--- src/rtl/time_unit_cfg_pkg.sv ---
// Package with the time unit configuration register map, field layouts and reset values
`default_nettype none

package time_unit_cfg_pkg;

    // ------------------------------------------------------------------
    // Bus geometry
    // ------------------------------------------------------------------
    localparam int ADDR_W = 8;
    localparam int DATA_W = 32;
    localparam int STRB_W = 4;

    localparam logic [1:0] RESP_OKAY   = 2'h0;
    localparam logic [1:0] RESP_SLVERR = 2'h2;

    // ------------------------------------------------------------------
    // Register offsets (byte addresses)
    // ------------------------------------------------------------------
    localparam logic [ADDR_W-1:0] OFS_INITIAL_OFFSETS   = 8'hA8;
    localparam logic [ADDR_W-1:0] OFS_IDLE_OFFSET_START = 8'hAC;
    localparam logic [ADDR_W-1:0] OFS_DELAY_DECODE      = 8'hB0;
    localparam logic [ADDR_W-1:0] OFS_STARTUP_DRIFT     = 8'hB4;
    localparam logic [ADDR_W-1:0] OFS_STATIC_SLOT       = 8'hB8;

    // ------------------------------------------------------------------
    // Field layouts
    // ------------------------------------------------------------------
    typedef struct packed {
        logic       rsv1;
        logic [6:0] macro_init_offset_b;
        logic       rsv0;
        logic [6:0] macro_init_offset_a;
        logic [7:0] micro_init_offset_b;
        logic [7:0] micro_init_offset_a;
    } initial_offsets_type;

    typedef struct packed {
        logic [1:0]  rsv1;
        logic [13:0] offset_corr_start;
        logic [1:0]  rsv0;
        logic [13:0] idle_time_start;
    } idle_offset_start_type;

    typedef struct packed {
        logic [7:0] primary_ref_adjust;
        logic [2:0] rsv0;
        logic [4:0] drift_damping;
        logic [7:0] delay_comp_b;
        logic [7:0] delay_comp_a;
    } delay_decode_type;

    typedef struct packed {
        logic [4:0]  rsv1;
        logic [10:0] max_drift;
        logic [4:0]  rsv0;
        logic [10:0] startup_window;
    } startup_drift_type;

    typedef struct packed {
        logic [5:0] rsv1;
        logic [9:0] static_slot_count;
        logic [5:0] rsv0;
        logic [9:0] static_slot_len;
    } static_slot_type;

    // ------------------------------------------------------------------
    // Writable bit masks and reset values
    // ------------------------------------------------------------------
    localparam logic [DATA_W-1:0] MASK_INITIAL_OFFSETS   = 32'h7F7FFFFF;
    localparam logic [DATA_W-1:0] MASK_IDLE_OFFSET_START = 32'h3FFF3FFF;
    localparam logic [DATA_W-1:0] MASK_DELAY_DECODE      = 32'hFF1FFFFF;
    localparam logic [DATA_W-1:0] MASK_STARTUP_DRIFT     = 32'h07FF07FF;
    localparam logic [DATA_W-1:0] MASK_STATIC_SLOT       = 32'h03FF03FF;

    localparam logic [DATA_W-1:0] RST_INITIAL_OFFSETS   = 32'h02020000;
    localparam logic [DATA_W-1:0] RST_IDLE_OFFSET_START = 32'h00080007;
    localparam logic [DATA_W-1:0] RST_DELAY_DECODE      = 32'h0E000000;
    localparam logic [DATA_W-1:0] RST_STARTUP_DRIFT     = 32'h00020000;
    localparam logic [DATA_W-1:0] RST_STATIC_SLOT       = 32'h00020004;

endpackage : time_unit_cfg_pkg

`default_nettype wire

--- src/rtl/time_unit_config_regs.sv ---
// Time unit configuration register bank with an AXI4-Lite slave port
//
// Our own choice: the AXI4-Lite slave port.
`default_nettype none

module time_unit_config_regs
    import time_unit_cfg_pkg::*;
(
    input  wire logic                  aclk,
    input  wire logic                  aresetn,
    // AXI4-Lite write address
    input  wire logic [ADDR_W-1:0]     s_axi_awaddr,
    input  wire logic [2:0]            s_axi_awprot,
    input  wire logic                  s_axi_awvalid,
    output logic                       s_axi_awready,
    // AXI4-Lite write data
    input  wire logic [DATA_W-1:0]     s_axi_wdata,
    input  wire logic [STRB_W-1:0]     s_axi_wstrb,
    input  wire logic                  s_axi_wvalid,
    output logic                       s_axi_wready,
    // AXI4-Lite write response
    output logic [1:0]                 s_axi_bresp,
    output logic                       s_axi_bvalid,
    input  wire logic                  s_axi_bready,
    // AXI4-Lite read address
    input  wire logic [ADDR_W-1:0]     s_axi_araddr,
    input  wire logic [2:0]            s_axi_arprot,
    input  wire logic                  s_axi_arvalid,
    output logic                       s_axi_arready,
    // AXI4-Lite read data
    output logic [DATA_W-1:0]          s_axi_rdata,
    output logic [1:0]                 s_axi_rresp,
    output logic                       s_axi_rvalid,
    input  wire logic                  s_axi_rready,
    // Controller state and macrotick timing
    input  wire logic                  default_config_state,
    input  wire logic                  config_state,
    input  wire logic [13:0]           macrotick_count,
    input  wire logic                  macrotick_pulse,
    // Configuration to the time unit
    output initial_offsets_type        initial_offsets_cfg,
    output idle_offset_start_type      idle_and_offset_start,
    output delay_decode_type           delay_decode_drift_cfg,
    output startup_drift_type          startup_range_drift_cfg,
    output static_slot_type            static_slot_cfg,
    output logic                       idle_start_pulse,
    output logic                       offset_corr_pulse
);

    // ------------------------------------------------------------------
    // Helpers
    // ------------------------------------------------------------------
    function automatic logic [DATA_W-1:0] apply_write(
        input logic [DATA_W-1:0] old_val,
        input logic [DATA_W-1:0] data,
        input logic [STRB_W-1:0] strb,
        input logic [DATA_W-1:0] mask
    );
        logic [DATA_W-1:0] lanes;
        lanes = {{8{strb[3]}}, {8{strb[2]}}, {8{strb[1]}}, {8{strb[0]}}};
        apply_write = ((old_val & ~lanes) | (data & lanes)) & mask;
    endfunction : apply_write

    function automatic logic [ADDR_W-1:0] word_addr(input logic [ADDR_W-1:0] addr);
        word_addr = {addr[ADDR_W-1:2], 2'h0};
    endfunction : word_addr

    // ------------------------------------------------------------------
    // Storage
    // ------------------------------------------------------------------
    initial_offsets_type   init_ofs_reg;
    idle_offset_start_type idle_ofs_reg;
    delay_decode_type      delay_reg;
    startup_drift_type     startup_reg;
    static_slot_type       slot_reg;

    logic [ADDR_W-1:0]     awaddr_reg;
    logic [DATA_W-1:0]     wdata_reg;
    logic [STRB_W-1:0]     wstrb_reg;
    logic                  aw_held_reg;
    logic                  w_held_reg;
    logic                  awready_reg;
    logic                  wready_reg;
    logic                  bvalid_reg;
    logic [1:0]            bresp_reg;
    logic [ADDR_W-1:0]     araddr_reg;
    logic                  ar_held_reg;
    logic                  arready_reg;
    logic                  rvalid_reg;
    logic [DATA_W-1:0]     rdata_reg;
    logic [1:0]            rresp_reg;
    logic                  idle_pulse_reg;
    logic                  ocs_pulse_reg;

    logic                  cfg_open;
    logic                  wr_commit;
    logic                  wr_hit;
    logic [ADDR_W-1:0]     wr_addr;
    logic [ADDR_W-1:0]     rd_addr;

    assign cfg_open  = default_config_state || config_state;
    assign wr_commit = aw_held_reg && w_held_reg && !bvalid_reg;
    assign wr_addr   = word_addr(awaddr_reg);
    assign rd_addr   = word_addr(araddr_reg);
    assign wr_hit    = (wr_addr == OFS_INITIAL_OFFSETS) || (wr_addr == OFS_IDLE_OFFSET_START)
                    || (wr_addr == OFS_DELAY_DECODE) || (wr_addr == OFS_STARTUP_DRIFT)
                    || (wr_addr == OFS_STATIC_SLOT);

    // ------------------------------------------------------------------
    // Write address and data channels
    // ------------------------------------------------------------------
    always_ff @(posedge aclk) begin
        if (!aresetn) begin
            awaddr_reg  <= '0;
            aw_held_reg <= 1'b0;
            awready_reg <= 1'b0;
        end else if (s_axi_awvalid && awready_reg) begin
            awaddr_reg  <= s_axi_awaddr;
            aw_held_reg <= 1'b1;
            awready_reg <= 1'b0;
        end else if (bvalid_reg && s_axi_bready) begin
            aw_held_reg <= 1'b0;
            awready_reg <= 1'b1;
        end else if (!aw_held_reg) begin
            awready_reg <= 1'b1;
        end
    end

    always_ff @(posedge aclk) begin
        if (!aresetn) begin
            wdata_reg  <= '0;
            wstrb_reg  <= '0;
            w_held_reg <= 1'b0;
            wready_reg <= 1'b0;
        end else if (s_axi_wvalid && wready_reg) begin
            wdata_reg  <= s_axi_wdata;
            wstrb_reg  <= s_axi_wstrb;
            w_held_reg <= 1'b1;
            wready_reg <= 1'b0;
        end else if (bvalid_reg && s_axi_bready) begin
            w_held_reg <= 1'b0;
            wready_reg <= 1'b1;
        end else if (!w_held_reg) begin
            wready_reg <= 1'b1;
        end
    end

    // ------------------------------------------------------------------
    // Write response
    // ------------------------------------------------------------------
    always_ff @(posedge aclk) begin
        if (!aresetn) begin
            bvalid_reg <= 1'b0;
            bresp_reg  <= RESP_OKAY;
        end else if (wr_commit) begin
            bvalid_reg <= 1'b1;
            bresp_reg  <= wr_hit ? RESP_OKAY : RESP_SLVERR;
        end else if (bvalid_reg && s_axi_bready) begin
            bvalid_reg <= 1'b0;
        end
    end

    // ------------------------------------------------------------------
    // Register file
    // ------------------------------------------------------------------
    // Writes outside the configuration states complete on the bus but change nothing
    always_ff @(posedge aclk) begin
        if (!aresetn) begin
            init_ofs_reg <= RST_INITIAL_OFFSETS;
            idle_ofs_reg <= RST_IDLE_OFFSET_START;
            delay_reg    <= RST_DELAY_DECODE;
            startup_reg  <= RST_STARTUP_DRIFT;
            slot_reg     <= RST_STATIC_SLOT;
        end else if (wr_commit && cfg_open) begin
            unique case (wr_addr)
                OFS_INITIAL_OFFSETS:   init_ofs_reg <= apply_write(init_ofs_reg, wdata_reg,
                                           wstrb_reg, MASK_INITIAL_OFFSETS);
                OFS_IDLE_OFFSET_START: idle_ofs_reg <= apply_write(idle_ofs_reg, wdata_reg,
                                           wstrb_reg, MASK_IDLE_OFFSET_START);
                OFS_DELAY_DECODE:      delay_reg <= apply_write(delay_reg, wdata_reg,
                                           wstrb_reg, MASK_DELAY_DECODE);
                OFS_STARTUP_DRIFT:     startup_reg <= apply_write(startup_reg, wdata_reg,
                                           wstrb_reg, MASK_STARTUP_DRIFT);
                OFS_STATIC_SLOT:       slot_reg <= apply_write(slot_reg, wdata_reg,
                                           wstrb_reg, MASK_STATIC_SLOT);
                default: ;
            endcase
        end
    end

    // ------------------------------------------------------------------
    // Read channel
    // ------------------------------------------------------------------
    always_ff @(posedge aclk) begin
        if (!aresetn) begin
            araddr_reg  <= '0;
            ar_held_reg <= 1'b0;
            arready_reg <= 1'b0;
        end else if (s_axi_arvalid && arready_reg) begin
            araddr_reg  <= s_axi_araddr;
            ar_held_reg <= 1'b1;
            arready_reg <= 1'b0;
        end else if (rvalid_reg && s_axi_rready) begin
            ar_held_reg <= 1'b0;
            arready_reg <= 1'b1;
        end else if (!ar_held_reg) begin
            arready_reg <= 1'b1;
        end
    end

    always_ff @(posedge aclk) begin
        if (!aresetn) begin
            rvalid_reg <= 1'b0;
            rdata_reg  <= '0;
            rresp_reg  <= RESP_OKAY;
        end else if (ar_held_reg && !rvalid_reg) begin
            rvalid_reg <= 1'b1;
            rresp_reg  <= RESP_OKAY;
            unique case (rd_addr)
                OFS_INITIAL_OFFSETS:   rdata_reg <= init_ofs_reg;
                OFS_IDLE_OFFSET_START: rdata_reg <= idle_ofs_reg;
                OFS_DELAY_DECODE:      rdata_reg <= delay_reg;
                OFS_STARTUP_DRIFT:     rdata_reg <= startup_reg;
                OFS_STATIC_SLOT:       rdata_reg <= slot_reg;
                default: begin
                    rdata_reg <= '0;
                    rresp_reg <= RESP_SLVERR;
                end
            endcase
        end else if (rvalid_reg && s_axi_rready) begin
            rvalid_reg <= 1'b0;
        end
    end

    // ------------------------------------------------------------------
    // Macrotick match detection
    // ------------------------------------------------------------------
    always_ff @(posedge aclk) begin
        if (!aresetn) begin
            idle_pulse_reg <= 1'b0;
        end else begin
            idle_pulse_reg <= macrotick_pulse
                && (macrotick_count == idle_ofs_reg.idle_time_start);
        end
    end

    // Start of offset correction uses the value software placed inside the idle phase
    always_ff @(posedge aclk) begin
        if (!aresetn) begin
            ocs_pulse_reg <= 1'b0;
        end else begin
            ocs_pulse_reg <= macrotick_pulse
                && (macrotick_count == idle_ofs_reg.offset_corr_start);
        end
    end

    // ------------------------------------------------------------------
    // Outputs
    // ------------------------------------------------------------------
    assign s_axi_awready           = awready_reg;
    assign s_axi_wready            = wready_reg;
    assign s_axi_bvalid            = bvalid_reg;
    assign s_axi_bresp             = bresp_reg;
    assign s_axi_arready           = arready_reg;
    assign s_axi_rvalid            = rvalid_reg;
    assign s_axi_rdata             = rdata_reg;
    assign s_axi_rresp             = rresp_reg;
    assign initial_offsets_cfg     = init_ofs_reg;
    assign idle_and_offset_start   = idle_ofs_reg;
    assign delay_decode_drift_cfg  = delay_reg;
    assign startup_range_drift_cfg = startup_reg;
    assign static_slot_cfg         = slot_reg;
    assign idle_start_pulse        = idle_pulse_reg;
    assign offset_corr_pulse       = ocs_pulse_reg;

    // ------------------------------------------------------------------
    // Assertions
    // ------------------------------------------------------------------
    logic full_wr;
    assign full_wr = wr_commit && cfg_open && (wstrb_reg == 4'hF);

    AST_IDLE_WRITE: assert property (@(posedge aclk) disable iff (!aresetn)
        full_wr && (wr_addr == OFS_IDLE_OFFSET_START)
        |=> idle_and_offset_start.idle_time_start == $past(wdata_reg[13:0]))
        else $error("idle start not updated by write in config state");

    AST_MICRO_A: assert property (@(posedge aclk) disable iff (!aresetn)
        full_wr && (wr_addr == OFS_INITIAL_OFFSETS)
        |=> initial_offsets_cfg.micro_init_offset_a == $past(wdata_reg[7:0]))
        else $error("microtick offset A not updated");

    AST_MACRO_B: assert property (@(posedge aclk) disable iff (!aresetn)
        full_wr && (wr_addr == OFS_INITIAL_OFFSETS)
        |=> initial_offsets_cfg.macro_init_offset_b == $past(wdata_reg[30:24]))
        else $error("macrotick offset B not updated");

    AST_IDLE_PULSE: assert property (@(posedge aclk) disable iff (!aresetn)
        idle_start_pulse |-> $past(macrotick_pulse)
        && ($past(macrotick_count) == $past(idle_ofs_reg.idle_time_start)))
        else $error("idle start pulse without match");

    AST_IDLE_MATCH: assert property (@(posedge aclk) disable iff (!aresetn)
        macrotick_pulse && (macrotick_count == idle_ofs_reg.idle_time_start)
        |=> idle_start_pulse ##1 (!idle_start_pulse || $past(macrotick_pulse)))
        else $error("idle start match missed");

    AST_DELAY_B: assert property (@(posedge aclk) disable iff (!aresetn)
        full_wr && (wr_addr == OFS_DELAY_DECODE)
        |=> delay_decode_drift_cfg.delay_comp_b == $past(wdata_reg[15:8]))
        else $error("delay compensation B not updated");

    AST_DAMPING: assert property (@(posedge aclk) disable iff (!aresetn)
        full_wr && (wr_addr == OFS_DELAY_DECODE)
        |=> delay_decode_drift_cfg.drift_damping == $past(wdata_reg[20:16]))
        else $error("drift damping not updated");

    AST_DECODE: assert property (@(posedge aclk) disable iff (!aresetn)
        full_wr && (wr_addr == OFS_DELAY_DECODE)
        |=> delay_decode_drift_cfg.primary_ref_adjust == $past(wdata_reg[31:24]))
        else $error("decoding correction not updated");

    AST_WINDOW: assert property (@(posedge aclk) disable iff (!aresetn)
        full_wr && (wr_addr == OFS_STARTUP_DRIFT)
        |=> startup_range_drift_cfg.startup_window == $past(wdata_reg[10:0]))
        else $error("startup range not updated");

    AST_DRIFT: assert property (@(posedge aclk) disable iff (!aresetn)
        full_wr && (wr_addr == OFS_STARTUP_DRIFT)
        |=> startup_range_drift_cfg.max_drift == $past(wdata_reg[26:16]))
        else $error("maximum drift not updated");

    AST_SLOT_LEN: assert property (@(posedge aclk) disable iff (!aresetn)
        full_wr && (wr_addr == OFS_STATIC_SLOT)
        |=> static_slot_cfg.static_slot_len == $past(wdata_reg[9:0]))
        else $error("static slot length not updated");

    AST_SLOT_CNT: assert property (@(posedge aclk) disable iff (!aresetn)
        full_wr && (wr_addr == OFS_STATIC_SLOT)
        |=> static_slot_cfg.static_slot_count == $past(wdata_reg[25:16]))
        else $error("static slot count not updated");

    AST_LOCKED: assert property (@(posedge aclk) disable iff (!aresetn)
        wr_commit && !cfg_open
        |=> $stable(init_ofs_reg) && $stable(idle_ofs_reg) && $stable(delay_reg)
        && $stable(startup_reg) && $stable(slot_reg))
        else $error("register changed by write outside config state");

    AST_READ_BACK: assert property (@(posedge aclk) disable iff (!aresetn)
        ar_held_reg && !rvalid_reg && (rd_addr == OFS_STATIC_SLOT)
        |=> s_axi_rvalid && (s_axi_rdata == $past(slot_reg)))
        else $error("read does not return stored contents");

    COV_CFG_WRITE: cover property (@(posedge aclk) disable iff (!aresetn)
        wr_commit && cfg_open && wr_hit);
    COV_LOCKED_WRITE: cover property (@(posedge aclk) disable iff (!aresetn)
        wr_commit && !cfg_open && wr_hit);
    COV_IDLE_PULSE: cover property (@(posedge aclk) disable iff (!aresetn)
        idle_start_pulse);
    COV_BAD_READ: cover property (@(posedge aclk) disable iff (!aresetn)
        s_axi_rvalid && (s_axi_rresp == RESP_SLVERR));

endmodule : time_unit_config_regs

`default_nettype wire

--- config.mk ---
export PLATFORM = sky130hd
export DESIGN_NAME = time_unit_config_regs
export DESIGN_NICKNAME = d
export VERILOG_FILES = /design/src/rtl/time_unit_cfg_pkg.sv /design/src/rtl/time_unit_config_regs.sv
export SDC_FILE = /design/constraint.sdc
export NUM_CORES = 1
export LEC_CHECK = 0
export ABC_AREA = 1
export BUFFER_PORTS_ARGS = -buffer_cell sky130_fd_sc_hd__buf_2
export CORE_MARGIN = 2
export CORE_UTILIZATION = 35
export CTS_CLUSTER_SIZE = 14
export DETAILED_ROUTE_END_ITERATION = 8
export GPL_TIMING_DRIVEN = 0
export PLACE_DENSITY = 0.61
export SLEW_MARGIN = 10
export SYNTH_ARGS = -nofsm -noshare
export SYNTH_HDL_FRONTEND = slang
export SYNTH_SLANG_ARGS = --single-unit
--- constraint.sdc ---
create_clock -name aclk -period 1.61 [get_ports aclk]
set_input_delay 0.2415 -clock aclk [delete_from_list [all_inputs] [get_ports aclk]]
set_output_delay 0.2415 -clock aclk [all_outputs]
set_load 0.1 [all_outputs]
# Word-level counts from Yosys, hierarchy flattened
# Index checks and enable logic that the tools add are counted.
# Widths: inputs -> output; s select.
dict set report totals {
  reg_bits 227
  in_bits 82
  output_inout_bits 203
  wordCells 107
}
dict set report classes {
  eq_ne 15
  n_mux 16
  n_bitwise 13
  reduce_logical 32
}
# cell count
set ops {}
lappend ops {{$pmux 32 s5} 1}
lappend ops {{$and 32x32->32} 2}
lappend ops {{$eq 6x6->1 const B} 10}
lappend ops {{$not 32->32} 1}
lappend ops {{$or 32x32->32} 1}
lappend ops {{$and 31x31->31} 1}
lappend ops {{$or 31x31->31} 1}
lappend ops {{$and 30x30->30} 1}
lappend ops {{$or 30x30->30} 1}
lappend ops {{$eq 14x14->1} 2}
lappend ops {{$and 27x27->27} 1}
lappend ops {{$or 27x27->27} 1}
lappend ops {{$and 26x26->26} 1}
lappend ops {{$or 26x26->26} 1}
lappend ops {{$mux 1} 13}
lappend ops {{$logic_and 1x1->1} 11}
lappend ops {{$reduce_and 2->1} 5}
lappend ops {{$reduce_bool 2->1} 5}
lappend ops {{$ne 2x1->1 const B} 3}
lappend ops {{$reduce_or 2->1} 3}
lappend ops {{$logic_or 1x1->1} 5}
lappend ops {{$reduce_or 5->1} 1}
lappend ops {{$mux 2} 2}
lappend ops {{$logic_not 1->1} 2}
lappend ops {{$not 1->1} 1}

# Longest topological paths before layout
# Gate-level depths: netlist (run 1).
dict set report logic_depth {
  word_depth 6
  mapped_depth 10
  mapped_depth_nobuf 9
}

# Worst setup path before layout (run 1)
# No wires, ideal clock.
dict set report synth_path {
  kind {register -> register}
  startpoint {register bvalid_reg (netlist: s_axi_bvalid)}
  endpoint {register with a tool-made name}
  setup_ns 0.070
  arrival_time_ns 1.923
  required_ns 1.540
  setup_slack_ns -0.383
  stages_incl_launch_ff 9
  path_buffers 2
  path_cell_list {dfxtp_1 > inv_1 > nand3_1 > nor2_1 > buf_2 > nand3_1 > buf_2 > nand2_1 > a21oi_1}
}
# element line
set synth_rtl {}
lappend synth_rtl {{start: declaration} time_unit_config_regs.sv:84} ;# logic bvalid_reg;
lappend synth_rtl {{start signal: assignment} time_unit_config_regs.sv:153} ;# bvalid_reg <= 1'b0;
lappend synth_rtl {{start signal: assignment} time_unit_config_regs.sv:156} ;# bvalid_reg <= 1'b1;
lappend synth_rtl {{start signal: assignment} time_unit_config_regs.sv:159} ;# bvalid_reg <= 1'b0;

==> reports/results.tsv, run 1 <==
stage	metric	value	unit
synthesis	synthCells	1387	
placement	dpl.hpwl	31000	um
pwr	leakagePower	6.33	nW
sta	fin_crit_sh	100	%
setup_path	cp_slowest_cell	buf_2	
placement	post-place-ws	-0.806	ns
clock_network	clock_sinks	221	
pwr	ir_worst_vdd	701	uV
setup_path	path_delay_family	buffers and inverters	
pwr	combPwrFrac	13.3	%
sta	layout_min_cycle_time	1.61	ns
die	io_pins	285	
hold_path	hp-class	input port to flip-flop	
run_status	violations	hold timing	
global_routing	grt_pass1_vias	9673	
synthesis	synth.yosys.seq_area_share	45.7	%
placement	post_dp_cell_area	11500	um^2
global_routing	grt_first_pass_wirelength	59500	um
global_routing	grt_overflow	0	
sta	slew_viol_final	0	
setup_path	worstPathRequired	1.37	ns
sta	relSlewSlack	37.4	%
sta	setup_viol	0	
clock_network	cts_buffer_depth	3	
die	die_y	170	um
detailed_routing	drtIter0Drc	976	
global_routing	track_usage	27.5	%
setup_path	startpoint_type	flip-flop	
sta	grt_setup_unrepaired	yes	
pwr	p_int	8.98	mW
placement	placed_cells	2031	
detailed_routing	wire_per_inst	19.6	um
clock_network	htreeDepth	1	
pwr	seqPwrFrac	45.6	%
run_status	status	finished, violations left	
setup_path	cp_num_buf_inv	1	
detailed_routing	vias_per_cell	5.08	
finish	mostFrequentLayoutCell	nand2_1	
synthesis	synth_area_per_cell	6.98	um^2
placement	gp_congestion	0.943	
sta	tightest_slew	0.939	ns
finish	final_cell_mix	289 x nand2_1, 221 x nor2_1, 207 x dfxtp_1, 192 x buf_2, 112 x o21ai_0	
setup_path	cp_max_fo	3	
sta	final-hold-violation-count	2	
die	dieArea	29000	um^2
clock_network	cts_buffers	25	
die	rows	60	
die	coreArea	27100	um^2
clock_network	cts.clk_slew.worst_paths	0.06	ns
detailed_routing	drc	0	
detailed_routing	dr.pass1.iters	7	
pwr	sw_frac_of_total	29.6	%
finish	diodes	0	
synthesis	yosys_warnings	0	
placement	numPortBuffers	240	
detailed_routing	routed-via-count	10889	
finish	instances_no_fill	2145	
setup_path	criticalPathCategory	flip-flop to output pin	
sta	whs	-0.00332	ns
pwr	p_switching	3.77	mW
finish	area.growth.synth_to_final	41.1	%
global_routing	antenna_found_initial	0	
pwr	finalPower	12.8	mW
finish	nNetsFinal	1841	
pwr	pwr-share-clk	41.2	%
sta	finClkSkew	0.0118	ns
setup_path	cp-end-kind	output pin	
finish	postLayoutCoreUtil	50.5	%
pwr	p_per_area	933	nW/um^2
clock_network	cts_tree	done	
synthesis	synth_cell_types	31	
flow_run	cap_viol_max_count	0	
setup_path	crit_chain	buf_2	
setup_path	arrival	1.37	ns
die	initial_core_util	35.7	%
finish	final_area	13700	um^2
sta	setup_ws	0.000457	ns
clock_network	clock_latency	0.53	ns
synthesis	ys_ff_latch	221	
detailed_routing	ant_nets	0	
die	die_w	170	um
clock_network	root_buffer	clkbuf_16	
synthesis	netlist_area	9690	um^2
global_routing	grt_max_degree	13	
finish	drive_gt1_share	26.8	%
sta	setup_tns	0	ns
setup_path	cpPeakStageDelay	0.46	ns
sta	clock.fmax	0.621	GHz
detailed_routing	routed_wl	42000	um
[worst register-to-register path, delay by kind of cell, from the launching register on]
kind                   cells  cell delay [ns]
DFF                        1             0.39
AOI/OAI and AO/OA          1             0.12
buffers and inverters      3             0.38
and+or+nand+nor            5             0.64
[Yosys cell counts]
| library cell | number | share of area [%] |
|---|---|---|
| inv_2 | 4 | 0.15 |
| clkbuf_1 | 52 | 2.0 |
| a21oi_1 | 95 | 4.9 |
| dfxtp_1 | 221 | 46 |
| o221ai_1 | 1 | 0.090 |
| a211oi_1 | 1 | 0.078 |
| nand4_2 | 1 | 0.13 |
| clkbuf_2 | 1 | 0.052 |
| o311ai_0 | 1 | 0.090 |
| clkinv_1 | 1 | 0.039 |
| buf_4 | 35 | 2.7 |
| o211ai_1 | 4 | 0.31 |
| nand2_1 | 302 | 12 |
| nand3_4 | 1 | 0.18 |
| nor2_1 | 234 | 9.1 |
| buf_2 | 13 | 0.67 |
| nand4_1 | 43 | 2.8 |
| o2111ai_1 | 1 | 0.090 |
| o21ai_0 | 127 | 6.6 |
| inv_1 | 101 | 3.9 |
| o22ai_1 | 10 | 0.65 |
| xnor2_1 | 4 | 0.36 |
| nand3_2 | 7 | 0.72 |
| nor3_1 | 23 | 1.2 |
| xor2_1 | 6 | 0.54 |
| conb_1 | 1 | 0.039 |
| nor2_2 | 1 | 0.065 |
| buf_1 | 7 | 0.27 |
| nor3_4 | 2 | 0.34 |
| nand3_1 | 85 | 4.4 |
| nor2_4 | 2 | 0.23 |
[routing by layer]
metal | wire (um) | vias to the layer above | track usage [%]
li1 | - | 5190 | -
met1 | 17800 | 5085 | 36.9
met2 | 18500 | 535 | 43.0
met3 | 4330 | 79 | 6.63
met4 | 1360 | 0 | 9.59
met5 | 0 | - | 0
[repair_timing]
item                                    4_1_cts  5_1_grt
cloned                                        0        6
pin swaps                                    10       22
resized for setup                           152      110
endpoints found under the setup margin      200      171
buffers inserted                             13       24
hold endpoints to repair                     30        0
hold buffers                                 31        0
[worst paths after layout]
check | startpoint | slack [ns] | end | cells past startpoint
setup reg to reg | araddr_reg[3] | 0.01 | s_axi_rdata[18] | 9
hold / removal | s_axi_wdata[9] | -0.003 | wdata_reg[9] | 3
hold reg to reg | s_axi_rdata[28] | 0.46 | s_axi_rdata[28] | 2
setup / recovery | flip-flop | 0.0005 | static_slot_cfg[8] | 1
[cell families after synthesis]
| logic type | after synthesis | share of synthesized area (%) |
|---|---|---|
| AO/OA/AOI/OAI | 240 | 12.8 |
| XOR/XNOR | 10 | 0.904 |
| buffers and inverters | 214 | 9.83 |
| flip-flops | 221 | 45.7 |
| other | 1 | 0.0387 |
| AND/OR/NAND/NOR | 701 | 30.8 |
[cell type report]
type / instances / area (um^2)
Sequential cell: 221 / 4450
Timing Repair Buffer: 313 / 2050
Clock inverter: 6 / 32.5
Clock buffer: 35 / 693
Fill cell: 2759 / 13400
Tap cell: 372 / 465
Multi-Input combinational cell: 984 / 4790
Inverter: 106 / 420
Buffer: 107 / 764
Timing Repair inverter: 1 / 5.00
[power by group through the flow]
stage | combinational, mW | sequential [mW] | clock (mW)
floorplan | 0.832 | 6.15 | 0
global placement | 1.53 | 5.90 | 0
detailed placement | 1.53 | 5.90 | 0
CTS | 1.65 | 5.79 | 5.27
global route | 1.79 | 5.82 | 5.50
finish | 1.69 | 5.81 | 5.25
No activity file was read; power rests on OpenSTA's default activity.
==> run 2, diff against run 1 <==
ABC_AREA = unset   (was 1)
==> run 2 against run 1 <==
Effect of this change: the run ends with setup timing left; register-to-register slack lost 0.02 ns; global-route usage shrank 2.5 points; cell count shrank 17%; sequential power shrank 2%; setup slack lost 0.012 ns; sequential share of layout area grew 0.65 points; routed wire length shrank 9.9%; synthesized cell count shrank 23%; worst hold slack gained 0.0070 ns; critical path depth grew 5; clock-buffer cell count is the same; critical path type is now flip-flop to flip-flop.
==> reports/results.tsv, run 2 <==
stage	metric	value	unit
synthesis	synth_top_area_share	46.0	%
synthesis	synth.yosys.seq_area_share	46.0	%
synthesis	synth_area_per_cell	8.96	um^2
hold_path	hp-class	input port to flip-flop	
die	rows	60	
synthesis	ys_ff_latch	221	
finish	mostFrequentLayoutCell	dfxtp_1	
synthesis	synth_edf_count	0	
sta	setup_ws	-0.0111	ns
clock_network	cts_buffers	25	
synthesis	synthArstFlopShare	0	%
pwr	p_per_area	958	nW/um^2
sta	layout_min_cycle_time	1.62	ns
setup_path	reg2reg_from	s_axi_bvalid	
flow_run	cap_viol_max_count	0	
setup_path	cpPeakStageDelay	0.35	ns
sta	tightest_slew	0.752	ns
setup_path	cp-end-kind	flip-flop	
sta	final-hold-violation-count	0	
sta	slew_viol_final	0	
setup_path	cp_slowest_cell	dfxtp_4	
sta	relSlewSlack	49.9	%
global_routing	track_usage	24.9	%
setup_path	arrival	2.01	ns
run_status	violations	setup timing	
setup_path	cp_num_buf_inv	2	
clock_network	clock_sinks	221	
synthesis	synthCells	1074	
detailed_routing	dr.pass1.iters	6	
clock_network	clock_latency	0.52	ns
synthesis	synth_top_area_cell	dfxtp_1	
die	coreArea	27000	um^2
pwr	ir_worst_vdd	497	uV
finish	final-seq-area	4470	um^2
setup_path	cp_max_fo	10	
finish	n_fill_cell	2542	
setup_path	startpoint	s_axi_bvalid	
clock_network	htreeDepth	1	
synthesis	synth_most_common_cell	dfxtp_1	
finish	instances_no_fill	1789	
synthesis	netlist_area	9630	um^2
finish	area.growth.synth_to_final	40.1	%
detailed_routing	drc	0	
synthesis	synth-main-ff-cell	dfxtp_1	
finish	nNetsFinal	1513	
setup_path	worstPathRequired	2.00	ns
synthesis	synth_commonest_cells	221 x dfxtp_1, 181 x nand2_1, 87 x mux2i_1	
clock_network	cts_tree	done	
clock_network	cts_buffer_depth	3	
synthesis	yosys_warnings	0	
placement	gp_congestion	0.915	
hold_path	hold_path_startpoint	s_axi_awaddr[4]	
detailed_routing	routed_wl	37900	um
clock_network	root_buffer	clkbuf_16	
pwr	finalPower	12.9	mW
global_routing	grt_first_pass_wirelength	54200	um
run_status	status	finished, violations left	
clock_network	cts.clk_slew.worst_paths	0.06	ns
setup_path	startpoint_type	flip-flop	
die	io_pins	285	
global_routing	antenna_found_initial	0	
finish	postLayoutCoreUtil	50.0	%
finish	final_cell_mix	196 x dfxtp_1, 180 x nand2_1, 171 x buf_2, 93 x buf_4, 87 x mux2i_1	
finish	diodes	0	
placement	dpl.hpwl	28600	um
setup_path	crit_chain	and3b_2 -> buf_6 -> nand4_1 -> buf_4 -> mux2i_1 -> nand2_1	
placement	placed_cells	1685	
sta	setup_tns	-0.0133	ns
sta	finClkSkew	0.0118	ns
die	dieArea	28900	um^2
setup_path	path_delay_family	simple AND/OR/NAND/NOR gates	
synthesis	synth_cell_types	45	
synthesis	synth.area.top_cells	dfxtp_1 46%, mux2i_1 9.0%, nand2_1 7.1%	
detailed_routing	drtIter0Drc	753	
global_routing	grt_pass1_vias	8690	
die	die_y	170	um
sta	fin_crit_sh	101	%
detailed_routing	wire_per_inst	21.2	um
sta	clock.fmax	0.617	GHz
setup_path	criticalPathCategory	flip-flop to flip-flop	
detailed_routing	ant_nets	0	
pwr	leakagePower	5.65	nW
detailed_routing	vias_per_cell	5.27	
sta	grt_setup_unrepaired	yes	
die	die_w	170	um
finish	drive_gt1_share	32.5	%
global_routing	grt_overflow	0	
finish	multi_input_area	4980	um^2
die	initial_core_util	35.7	%
placement	numPortBuffers	238	
sta	setup_viol	2	
placement	post-place-ws	-0.708	ns
global_routing	grt_max_degree	13	
detailed_routing	routed-via-count	9436	
-- run 2: changes by cell type after synthesis, moves of 17 or more --
| cell | previous run | this run |
|---|---|---|
| nor2_1 | 234 | 6 |
| a21oi_1 | 95 | 39 |
| a221oi_1 | 0 | 17 |
| mux2i_1 | 0 | 87 |
| xnor2_1 | 4 | 22 |
| nor2b_1 | 0 | 41 |
| inv_1 | 101 | 0 |
| nand2_1 | 302 | 181 |
| nand4_1 | 43 | 11 |
| o21ai_0 | 127 | 80 |
| a21boi_0 | 0 | 53 |
| a22oi_1 | 0 | 18 |
-- run 2: metrics by stage --
stage	area [um^2]	hold slack, ns
3_5_place_dp	11500	0.428
3_3_place_gp	11500	0.429
2_1_floorplan	9850	0.325
5_1_grt	13500	0.00542
4_1_cts	13200	0.000756
6_report	13500	0.00364
-- run 2: final timing paths --
path | slack [ns] | end | cells past startpoint
max | -0.01 | flip-flop | 6
min reg2reg | 0.45 | s_axi_rvalid | 1
min | 0.004 | awaddr_reg[4] | 3
max reg2reg | -0.01 | flip-flop | 6
-- run 2: area by class of cell --
cell class              count  area share, %
clock buffers              35           5.21
repair buffers            304           15.4
well taps                 341           3.16
clock inverters             9          0.705
multi-input cells         771           37.0
plain buffers             108           5.41
flip-flops and latches    221           33.2
-- run 2: what timing repair did --
| item | 4_1_cts | 5_1_grt |
|---|---|---|
| hold buffers | 32 | 0 |
| buffers inserted | 25 | 6 |
| endpoints found under the setup margin | 223 | 161 |
| cloned | 1 | 2 |
| pin swaps | 15 | 15 |
| endpoints found under the hold margin | 32 | 0 |
| gates resized for setup | 118 | 111 |
-- run 2: routing by layer --
layer | share of wire [%] | track usage (%) | vias to the layer above
met5 | 0 | 0 | -
met4 | 2.9 | 7.54 | 0
met3 | 9.2 | 7.49 | 70
met2 | 45 | 40.3 | 368
met1 | 42 | 32.1 | 4576
li1 | - | - | 4422
-- run 2: report_power, final --
| part | switching, mW | internal [mW] |
|---|---|---|
| Clock | 2.26 | 3.35 |
| Sequential | 0.114 | 5.58 |
| Combinational | 1.19 | 0.421 |
| Total | 3.57 | 9.35 |
-- run 2: cells by family (layout without fill, tap and decap cells) --
family / count (synthesis) / after routing / synth area share (%)
simple gates: 383 / 383 / 20.4
compound gates: 230 / 230 / 14.8
flops: 221 / 221 / 46.0
buf+inv: 114 / 456 / 6.03
mux: 97 / 97 / 10.2
xor+xnor: 28 / 28 / 2.55
other cells: 1 / 33 / 0.0389
-- run 2: worst min-delay path, stage by stage --
cell      delay (ns)
buf_2           0.10
nand3_1         0.07
a21boi_0        0.07
